**src/inc/motor_pwm_pkg.sv**
```systemverilog
package motor_pwm_pkg;
	// byte offsets of the register words
	localparam logic [5:0] A_CTRL0  = 6'h00;
	localparam logic [5:0] A_CTRL1  = 6'h04;
	localparam logic [5:0] A_PBUF   = 6'h08;
	localparam logic [5:0] A_DUTY_U = 6'h0C;
	localparam logic [5:0] A_DUTY_V = 6'h10;
	localparam logic [5:0] A_DUTY_W = 6'h14;
	localparam logic [5:0] A_DTR    = 6'h18;
	localparam logic [5:0] A_SBUF   = 6'h1C;
	localparam logic [5:0] A_LBUF   = 6'h20;
	localparam logic [5:0] A_POL    = 6'h24;
	localparam logic [5:0] A_IRQ    = 6'h28;
	localparam logic [5:0] A_LDSW   = 6'h2C;
	localparam logic [5:0] A_COUNT  = 6'h30;
	localparam logic [5:0] A_PACT   = 6'h34;
	// control 0 fields
	localparam int C0_MODE   = 0;
	localparam int C0_LDM    = 2;
	localparam int C0_LDU    = 3;
	localparam int C0_SRC    = 4;
	localparam int C0_OEN    = 5;
	localparam int C0_KEN    = 6;
	// control 1 fields
	localparam int C1_CKS    = 0;
	localparam int C1_UPDN   = 2;
	localparam int C1_RUN    = 3;
	localparam int C1_DIR    = 4;
	localparam int C1_DTS    = 5;
	// interrupt control fields
	localparam int IQ_UDF    = 0;
	localparam int IQ_MAT    = 1;
	localparam int IQ_UDE    = 2;
	localparam int IQ_MAE    = 3;
	// load switch fields
	localparam int LS_PAT    = 3;
	// reset values, fixed read values and the mode encoding
	localparam logic [6:0] CTRL0_RST = 7'h00;
	localparam logic [6:0] CTRL1_RST = 7'h00;
	localparam logic [3:0] IRQ_RST   = 4'h0;
	localparam logic [5:0] POL_RST   = 6'h00;
	localparam logic [7:0] DTR_RST   = 8'h00;
	localparam logic [7:0] LDSW_READ = 8'hF0;
	localparam logic [3:0] FILL_ONES = 4'hF;
	typedef enum logic [1:0] {
		MODE_AC_DT  = 2'b00,
		MODE_BLDC   = 2'b01,
		MODE_BLDC_DT = 2'b10,
		MODE_SPARE  = 2'b11
	} mode_type;
endpackage

```
**src/verilog/three_phase_motor_pwm.sv**
```systemverilog
`timescale 1ns/1ps
module three_phase_motor_pwm #(
	parameter int CW = 16
) (
	// clock and reset
	input  wire logic          CLK_SYS,
	input  wire logic          RSTN,
	// avalon-mm slave
	input  wire logic [5:0]    AVS_ADDRESS,
	input  wire logic          AVS_READ,
	input  wire logic          AVS_WRITE,
	input  wire logic [31:0]   AVS_WRITEDATA,
	input  wire logic [3:0]    AVS_BYTEENABLE,
	output logic      [31:0]   AVS_READDATA,
	output logic               AVS_WAITREQUEST,
	// external pins
	input  wire logic          COMPARE_MATCH,
	input  wire logic          OUTPUT_KILL_PIN,
	output logic               PHASE_U_POS,
	output logic               PHASE_U_NEG,
	output logic               PHASE_V_POS,
	output logic               PHASE_V_NEG,
	output logic               PHASE_W_POS,
	output logic               PHASE_W_NEG,
	// event requests
	output logic               UNDERFLOW_REQ,
	output logic               MATCH_REQ
);
	if (CW < 2 || CW > 16) begin : g_chk
		$error("CW must be 2 to 16");
	end

	// field positions, short local names for the package ones
	localparam int C0_MODE = motor_pwm_pkg::C0_MODE;
	localparam int C0_LDM  = motor_pwm_pkg::C0_LDM;
	localparam int C0_LDU  = motor_pwm_pkg::C0_LDU;
	localparam int C0_SRC  = motor_pwm_pkg::C0_SRC;
	localparam int C0_OEN  = motor_pwm_pkg::C0_OEN;
	localparam int C0_KEN  = motor_pwm_pkg::C0_KEN;
	localparam int C1_CKS  = motor_pwm_pkg::C1_CKS;
	localparam int C1_UPDN = motor_pwm_pkg::C1_UPDN;
	localparam int C1_RUN  = motor_pwm_pkg::C1_RUN;
	localparam int C1_DTS  = motor_pwm_pkg::C1_DTS;
	localparam int IQ_UDF  = motor_pwm_pkg::IQ_UDF;
	localparam int IQ_MAT  = motor_pwm_pkg::IQ_MAT;
	localparam int IQ_UDE  = motor_pwm_pkg::IQ_UDE;
	localparam int IQ_MAE  = motor_pwm_pkg::IQ_MAE;

	typedef struct packed {
		logic [6:0]         c0;
		logic [6:0]         c1;
		logic [CW-1:0]      pbuf;
		logic [CW-1:0]      pact;
		logic [CW-1:0]      cnt;
		logic               dn;
		logic [2:0][CW-1:0] dbuf;
		logic [2:0][CW-1:0] dact;
		logic [7:0]         dtr;
		logic [5:0]         sbuf;
		logic [5:0]         sact;
		logic [5:0]         lbuf;
		logic [5:0]         lact;
		logic [5:0]         pol;
		logic [3:0]         irq;
		logic [2:0]         pre;
		logic [2:0][7:0]    dtc;
		logic [2:0]         dtb;
		logic [5:0]         prev;
		logic [5:0]         pin;
		logic               ack;
		logic [31:0]        rd;
		logic [2:0]         cm;
		logic [1:0]         kl;
		logic               udp;
		logic               mtp;
	} st_type;

	st_type st_r;
	st_type st_nxt;

	function automatic logic tick(input logic [1:0] s, input logic [2:0] p);
		logic t;
		t = 1'b0;
		case (s)
			2'b00: t = 1'b1;
			2'b01: t = p[0];
			2'b10: t = &p[1:0];
			2'b11: t = &p;
			default: t = 1'b0;
		endcase
		return t;
	endfunction

	function automatic logic [CW-1:0] m16(input logic [CW-1:0] o, input logic [31:0] d, input logic [3:0] be);
		logic [15:0] r;
		r = 16'(o);
		if (be[0])
			r[7:0] = d[7:0];
		if (be[1])
			r[15:8] = d[15:8];
		return r[CW-1:0];
	endfunction

	logic req;
	logic wr;
	logic ctick;
	logic dtick;
	logic run;
	logic updn;
	logic ev_m;
	logic ev_u;
	logic dten;
	logic kill;
	logic sw_pat;
	logic ld_all;
	logic [2:0] ld_ph;
	logic [5:0] want;
	logic [5:0] blk;
	logic [7:0] lo8;

	assign req = AVS_READ | AVS_WRITE;
	// one wait state gives the read mux a full cycle
	assign AVS_WAITREQUEST = req & ~st_r.ack;
	assign wr = AVS_WRITE & st_r.ack;
	assign AVS_READDATA = st_r.rd;
	assign {PHASE_W_NEG, PHASE_W_POS, PHASE_V_NEG, PHASE_V_POS, PHASE_U_NEG, PHASE_U_POS} = st_r.pin;
	assign UNDERFLOW_REQ = st_r.udp;
	assign MATCH_REQ = st_r.mtp;

	always_comb begin
		st_nxt = st_r;
		ev_m = 1'b0;
		ev_u = 1'b0;
		ld_ph = 3'h0;
		ld_all = 1'b0;
		sw_pat = 1'b0;
		want = 6'h00;
		blk = 6'h00;
		lo8 = AVS_WRITEDATA[7:0];
		run = st_r.c1[C1_RUN];
		updn = st_r.c1[C1_UPDN];
		ctick = tick(st_r.c1[C1_CKS +: 2], st_r.pre);
		dtick = tick(st_r.c1[C1_DTS +: 2], st_r.pre);
		// second sync stage feeds both the third and the compare match edge detect
		st_nxt.cm = {st_r.cm[1:0], COMPARE_MATCH};
		st_nxt.kl = {st_r.kl[0], OUTPUT_KILL_PIN};
		kill = st_r.kl[1] & st_r.c0[C0_KEN];
		st_nxt.pre = st_r.pre + 3'h1;
		st_nxt.ack = req & ~st_r.ack;

		// period counter
		if (!run) begin
			st_nxt.cnt = st_r.cnt;
		end else if (st_r.pact == '0) begin
			st_nxt.cnt = '0;
			st_nxt.dn = 1'b0;
		end else if (ctick) begin
			if (!updn) begin
				st_nxt.dn = 1'b0;
				if (st_r.cnt == st_r.pact) begin
					st_nxt.cnt = '0;
					ev_m = 1'b1;
				end else begin
					st_nxt.cnt = st_r.cnt + 1'b1;
				end
			end else if (!st_r.dn) begin
				if (st_r.cnt >= st_r.pact) begin
					st_nxt.cnt = st_r.pact - 1'b1;
					st_nxt.dn = 1'b1;
					ev_m = 1'b1;
				end else begin
					st_nxt.cnt = st_r.cnt + 1'b1;
				end
			end else if (st_r.cnt == '0) begin
				st_nxt.dn = 1'b0;
				ev_u = 1'b1;
			end else begin
				st_nxt.cnt = st_r.cnt - 1'b1;
			end
		end
		if ((ev_m && !updn) || ev_u)
			st_nxt.pact = st_r.pbuf;
		if ((ev_m && st_r.c0[C0_LDM]) || (ev_u && st_r.c0[C0_LDU]))
			ld_all = 1'b1;

		// software load switch and compare match pattern switch
		if (wr && AVS_ADDRESS == motor_pwm_pkg::A_LDSW && AVS_BYTEENABLE[0]) begin
			ld_ph = lo8[2:0];
			sw_pat = lo8[motor_pwm_pkg::LS_PAT] & ~st_r.c0[C0_SRC];
		end
		if (st_r.c0[C0_SRC] && st_r.cm[1] && !st_r.cm[2])
			sw_pat = 1'b1;
		for (int i = 0; i < 3; i++) begin
			if (ld_all || ld_ph[i])
				st_nxt.dact[i] = st_r.dbuf[i];
		end
		if (sw_pat) begin
			st_nxt.sact = st_r.sbuf;
			st_nxt.lact = st_r.lbuf;
		end

		// register writes, buffers copy through while stopped
		if (wr) begin
			case (AVS_ADDRESS)
				motor_pwm_pkg::A_CTRL0:
					if (AVS_BYTEENABLE[0])
						st_nxt.c0 = lo8[6:0];
				motor_pwm_pkg::A_CTRL1:
					if (AVS_BYTEENABLE[0])
						st_nxt.c1 = {lo8[6:5], 1'b0, lo8[3:0]};
				motor_pwm_pkg::A_PBUF: begin
					st_nxt.pbuf = m16(st_r.pbuf, AVS_WRITEDATA, AVS_BYTEENABLE);
					if (!run)
						st_nxt.pact = st_nxt.pbuf;
				end
				motor_pwm_pkg::A_DUTY_U, motor_pwm_pkg::A_DUTY_V, motor_pwm_pkg::A_DUTY_W: begin
					for (int i = 0; i < 3; i++) begin
						if (AVS_ADDRESS[4:2] == 3'(i + 3)) begin
							st_nxt.dbuf[i] = m16(st_r.dbuf[i], AVS_WRITEDATA, AVS_BYTEENABLE);
							if (!run)
								st_nxt.dact[i] = st_nxt.dbuf[i];
						end
					end
				end
				motor_pwm_pkg::A_DTR:
					if (AVS_BYTEENABLE[0])
						st_nxt.dtr = lo8;
				motor_pwm_pkg::A_SBUF:
					if (AVS_BYTEENABLE[0]) begin
						st_nxt.sbuf = lo8[5:0];
						if (!run)
							st_nxt.sact = lo8[5:0];
					end
				motor_pwm_pkg::A_LBUF:
					if (AVS_BYTEENABLE[0]) begin
						st_nxt.lbuf = lo8[5:0];
						if (!run)
							st_nxt.lact = lo8[5:0];
					end
				motor_pwm_pkg::A_POL:
					if (AVS_BYTEENABLE[0])
						st_nxt.pol = lo8[5:0];
				motor_pwm_pkg::A_IRQ:
					if (AVS_BYTEENABLE[0])
						st_nxt.irq = {lo8[3:2], lo8[1:0] & st_r.irq[1:0]};
				default: begin
				end
			endcase
		end
		// hardware set beats a software clear
		if (ev_u)
			st_nxt.irq[IQ_UDF] = 1'b1;
		if (ev_m)
			st_nxt.irq[IQ_MAT] = 1'b1;
		st_nxt.udp = ev_u & st_r.irq[IQ_UDE];
		st_nxt.mtp = ev_m & st_r.irq[IQ_MAE];

		// waveform, dead time and pin drive
		dten = (st_r.c0[C0_MODE +: 2] != motor_pwm_pkg::MODE_BLDC);
		for (int i = 0; i < 3; i++) begin
			want[2*i] = st_r.cnt < st_r.dact[i];
			want[2*i+1] = ~want[2*i];
			for (int k = 0; k < 2; k++) begin
				if (st_r.sact[2*i+k])
					want[2*i+k] = st_r.lact[2*i+k];
			end
			if (dten && want[2*i +: 2] != st_r.prev[2*i +: 2]) begin
				st_nxt.dtb[i] = 1'b1;
				st_nxt.dtc[i] = st_r.dtr;
				blk[2*i +: 2] = 2'b11;
			end else if (st_r.dtb[i]) begin
				blk[2*i +: 2] = 2'b11;
				if (dtick) begin
					if (st_r.dtc[i] == 8'h00)
						st_nxt.dtb[i] = 1'b0;
					else
						st_nxt.dtc[i] = st_r.dtc[i] - 8'h01;
				end
			end
		end
		st_nxt.prev = want;
		for (int j = 0; j < 6; j++) begin
			if (!st_r.c0[C0_OEN] || kill || blk[j])
				st_nxt.pin[j] = ~st_r.pol[j];
			else if (st_r.sact[j])
				st_nxt.pin[j] = st_r.lact[j];
			else
				st_nxt.pin[j] = want[j] ? st_r.pol[j] : ~st_r.pol[j];
		end

		// read data captured in the wait cycle
		st_nxt.rd = 32'h0000_0000;
		case (AVS_ADDRESS)
			motor_pwm_pkg::A_CTRL0: st_nxt.rd[7:0] = {1'b1, st_r.c0};
			motor_pwm_pkg::A_CTRL1: st_nxt.rd[7:0] = {1'b1, st_r.c1[6:5], ~(updn & st_r.dn), st_r.c1[3:0]};
			motor_pwm_pkg::A_PBUF: st_nxt.rd[CW-1:0] = st_r.pbuf;
			motor_pwm_pkg::A_DUTY_U: st_nxt.rd[CW-1:0] = st_r.dbuf[0];
			motor_pwm_pkg::A_DUTY_V: st_nxt.rd[CW-1:0] = st_r.dbuf[1];
			motor_pwm_pkg::A_DUTY_W: st_nxt.rd[CW-1:0] = st_r.dbuf[2];
			motor_pwm_pkg::A_DTR: st_nxt.rd[7:0] = st_r.dtr;
			motor_pwm_pkg::A_SBUF: st_nxt.rd[5:0] = st_r.sbuf;
			motor_pwm_pkg::A_LBUF: st_nxt.rd[5:0] = st_r.lbuf;
			motor_pwm_pkg::A_POL: st_nxt.rd[5:0] = st_r.pol;
			motor_pwm_pkg::A_IRQ: st_nxt.rd[7:0] = {motor_pwm_pkg::FILL_ONES, st_r.irq};
			motor_pwm_pkg::A_LDSW: st_nxt.rd[7:0] = motor_pwm_pkg::LDSW_READ;
			motor_pwm_pkg::A_COUNT: st_nxt.rd[CW-1:0] = st_r.cnt;
			motor_pwm_pkg::A_PACT: st_nxt.rd[CW-1:0] = st_r.pact;
			default: st_nxt.rd = 32'h0000_0000;
		endcase
	end

	always_ff @(posedge CLK_SYS) begin
		if (!RSTN) begin
			st_r <= '0;
			st_r.c0 <= motor_pwm_pkg::CTRL0_RST;
			st_r.c1 <= motor_pwm_pkg::CTRL1_RST;
			st_r.irq <= motor_pwm_pkg::IRQ_RST;
			st_r.dtr <= motor_pwm_pkg::DTR_RST;
			st_r.pol <= motor_pwm_pkg::POL_RST;
			st_r.pin <= ~motor_pwm_pkg::POL_RST;
		end else begin
			st_r <= st_nxt;
		end
	end
endmodule
```
**config.mk**
```make
export PLATFORM = sky130hd
export DESIGN_NAME = three_phase_motor_pwm
export DESIGN_NICKNAME = d
export VERILOG_FILES = /design/src/inc/motor_pwm_pkg.sv /design/src/verilog/three_phase_motor_pwm.sv
export SDC_FILE = /design/constraint.sdc
export NUM_CORES = 1
export LEC_CHECK = 0
export BUFFER_PORTS_ARGS = -buffer_cell sky130_fd_sc_hd__buf_4
export CAP_MARGIN = 40
export CORE_AREA = 3 3 238 240
export DETAILED_ROUTE_END_ITERATION = 10
export DIE_AREA = 0 0 241 243
export MAX_ROUTING_LAYER = met4
export PLACE_DENSITY = 0.44
export RECOVER_POWER = 25
export SLEW_MARGIN = 10
export SYNTH_ARGS = -nofsm -noshare
export SYNTH_HDL_FRONTEND = slang
export SYNTH_SLANG_ARGS = --single-unit
```
**constraint.sdc**
```tcl
create_clock -name CLK_SYS -period 3.5 [get_ports CLK_SYS]
set_clock_uncertainty 0.15 [all_clocks]
set_input_delay 0.7 -clock CLK_SYS [delete_from_list [all_inputs] [get_ports CLK_SYS]]
set_output_delay 0.7 -clock CLK_SYS [all_outputs]
set_load 0.005 [all_outputs]
```
==> metrics <==
Final Cell Area=18500 um^2; WL/cell=~22 um; clk buf depth=3; CTS tree=yes; min Tclk post-route=3380 ps; syn_area_per_cell=around 8.2 um^2; RSZ-0062 raised after global routing=no; Place WS=-35.8 ps; Max VDD drop=between 0.2 and 0.3 mV; post-synthesis async set-or-reset flop share=0%; Worst EP required=between 3000 and 4000 ps; Post-synth EDFFs=0; Post-Syn Instances=around 1900; layout cells sized above 1=between 10% and 20%; Crit Path Max Fanout=16; final hold vios=0; Hold Path Cell Cnt=2; Synth-to-Final Area Change=17.2%; Inserted Diodes=0; Root Buffer=clkbuf_16; failing checks=capacitance limit, slew limit; flop-to-flop setup slack=~120 ps; Residual DRC=0; final setup fails=0; Pleak=slightly below 0.007 uW; Distinct cells, synth=about 70; number of vias per cell=about 5.4; critical path type=register to register; routed via count=around 15000; Yosys warning total=0; final WL=about 59 mm; die area=a little under 60000 um^2; ANT nets after route=0; largest net degree at the start of global routing=80; 1st-iter DRT viols=1186; I/O pins=89; largest family of logic cells by synthesized area=compound AO/OA/AOI/OAI gates; Synth Area in Simple Gates=21.2%; Critical Path Sink Type=register; status=finished, violations left; Clock Sink Count=between 200 and 300; Crit path arrival time=approximately 3600 ps; Final Core Density=around a third; Power Density=slightly below 400 nW/um^2; sequential standard cell area=between 5000 and 6000 um^2; min-delay worst type=primary input to register; initial core utilization=between 20% and 30%; fillers=~5800; Slew headroom=-35.4%; global-route wire length before repair=89.9 mm; die width=241 um; post-synthesis xor/xnor area fraction=under 10%; crit share post-route=96.5%; r2r worst-path depth=10; GRT Total Usage=approximately a fifth; drt first pass iters=5; DP HPWL=43.0 mm; hold bufs inserted after CTS=0; Multi-input gate area=around 9400 um^2; placed inst area=around 17000 um^2; Reg clk slew, reported paths=60 ps; WHS Endpoint=st_nxt[5]; mapped cell area=about 16000 um^2; compound-cell area share of the yosys netlist=approximately a quarter; number of buffers created by CTS=35; vias in the first global route=between 10000 and 15000; ys flop type=dfxtp_1; worst r2r src=st_r[245]; proportion of synthesized area in mux cells=under 10%; maximum clock rate=a little under 300 MHz; die span in y=approximately 240 um; routability cong.=around 0.90; htree depth=2; IO buf count=54; worst r2r dst=st_r[132]; grt ovf=0; clock latency on the worst-skew pair=560 ps; core area=approximately 55000 um^2; setup slack after layout=~120 ps; initial antenna violation count=0; Post-Synth Adder-Cell Area=5.63%; HP Start=COMPARE_MATCH; Pins Over Slew Limit=79; Synth Register Bits=about 270; post-synthesis sequential area ratio=between 30% and 40%; nets=2093; num rows=86; Worst Tran Pin Value=just over 2000 ps; CP startpoint kind=register; max cap viols=1
[worst max-delay path: stages (launching register included)]
cell and delay [ps]:
dfxtp_2 370, or4_4 550, or4_4 590, o311ai_4 420
buf_6 170, nor3_4 40, a32oi_4 180, buf_12 170
and2_1 170, buf_12 210, a2111oi_4 100
[sequential cells by signal (all words and copies together), names as in the netlist]
register and cells:
UNDERFLOW_REQ 1, PHASE_V_NEG 1, MATCH_REQ 1, st_r 238, st_nxt 3, run 1, PHASE_W_NEG 1, PHASE_U_NEG 1
PHASE_W_POS 1, PHASE_V_POS 1, PHASE_U_POS 1, AVS_READDATA 16
[how the worst max path moves through the flow]
stage,start,to,slack (ps),depth (start not counted)
after CTS,st_r[238],st_r[155],2,12
after global routing,st_r[236],st_r[159],7,11
after floorplan,st_r[248],st_r[128],290,13
after detailed placement,st_r[238],st_r[155],-40,11
final,st_r[245],st_r[132],120,10
after global placement,st_r[233],PHASE_U_NEG,70,11
[through the flow]
step | TNS, ps | power, uW | hold slack, ps | instances
floorplan | 0 | 3610 | 262 | 1929
global placement | 0 | 3830 | 279 | 2637
detailed placement | -35.8 | 3830 | 286 | 2637
CTS | 0 | 7380 | 165 | 2700
global route | 0 | 7580 | 189 | 2702
finish | 0 | 7280 | 201 | 2702
[cell usage after synthesis (8+ instances only)]
cell | count | area [um^2]
dfxtp_1 | 266 | 5330
a211oi_1 | 39 | 293
ha_1 | 71 | 888
a21oi_1 | 145 | 726
nor2_1 | 190 | 713
o21ai_0 | 66 | 330
o21a_1 | 8 | 60.1
a22oi_1 | 36 | 270
and2_1 | 14 | 87.6
o31ai_1 | 13 | 97.6
and3_1 | 53 | 332
inv_1 | 104 | 390
nand4_1 | 18 | 113
or2_2 | 13 | 81.3
xnor2_1 | 38 | 333
a222oi_1 | 8 | 80.1
o22ai_1 | 12 | 75.1
o211ai_1 | 12 | 90.1
a2111oi_2 | 34 | 510
nor3_1 | 24 | 120
clkbuf_1 | 108 | 405
a21oi_2 | 12 | 105
nand2_1 | 169 | 634
a31oi_1 | 26 | 163
mux2i_1 | 84 | 841
buf_4 | 34 | 255
a221oi_1 | 16 | 140
xor2_1 | 12 | 105
nand2b_1 | 64 | 400
a2111oi_4 | 9 | 248
nand3_1 | 70 | 350
or3_1 | 21 | 131
nor4_1 | 16 | 100
[layout by cell type (no fill, tap or decap), drive strengths merged, types with 51 or more instances in the layout]
master   Yosys  layout
a2111oi     51      51
nand2b      64      64
nor2       190     190
inv        105     106
dfxtp      266     266
clkbuf     108      75
nand3       70      70
ha          71      71
nand2      169     169
a21oi      157     157
and3        53      53
o21ai       67      67
mux2i       84      84
buf         51     139
[power by group]
part	total (uW)	switching [uW]	internal, uW
Combinational	639	397	242
Sequential	3130	45.8	3080
Clock	3510	1490	2020
[area by class of cell]
type | count | share of cell area (%)
inverters | 105 | 2.13
repair buffers | 167 | 7.68
clock buffers | 47 | 5.20
flip-flops and latches | 266 | 28.8
multi-input cells | 1399 | 50.6
well taps | 704 | 4.77
clock inverters | 14 | 0.779
[kinds of logic after synthesis]
kind of cell / count (synthesis)
compound gates: 493
xor+xnor: 50
fa+ha+maj: 71
buf+inv: 264
flops: 266
mux: 84
other cells: 1
simple gates: 685
[metal layers]
metal / track usage, % / vias up / wire (um) / part of all wire (%)
met5: - / - / 0 / 0
met4: 5.45 / 0 / 1520 / 2.6
met3: 3.18 / 89 / 3070 / 5.2
met2: 32.2 / 425 / 27300 / 46
met1: 27.6 / 7050 / 27300 / 46
li1: - / 6995 / - / -
[timing repair]
item / in CTS / in global routing
buffers inserted: 2 / 2
setup endpoints to repair: 2 / 65
gates resized for setup: 1 / 9
pin swaps: 1 / 2
Power figures use the tool's default switching activity.
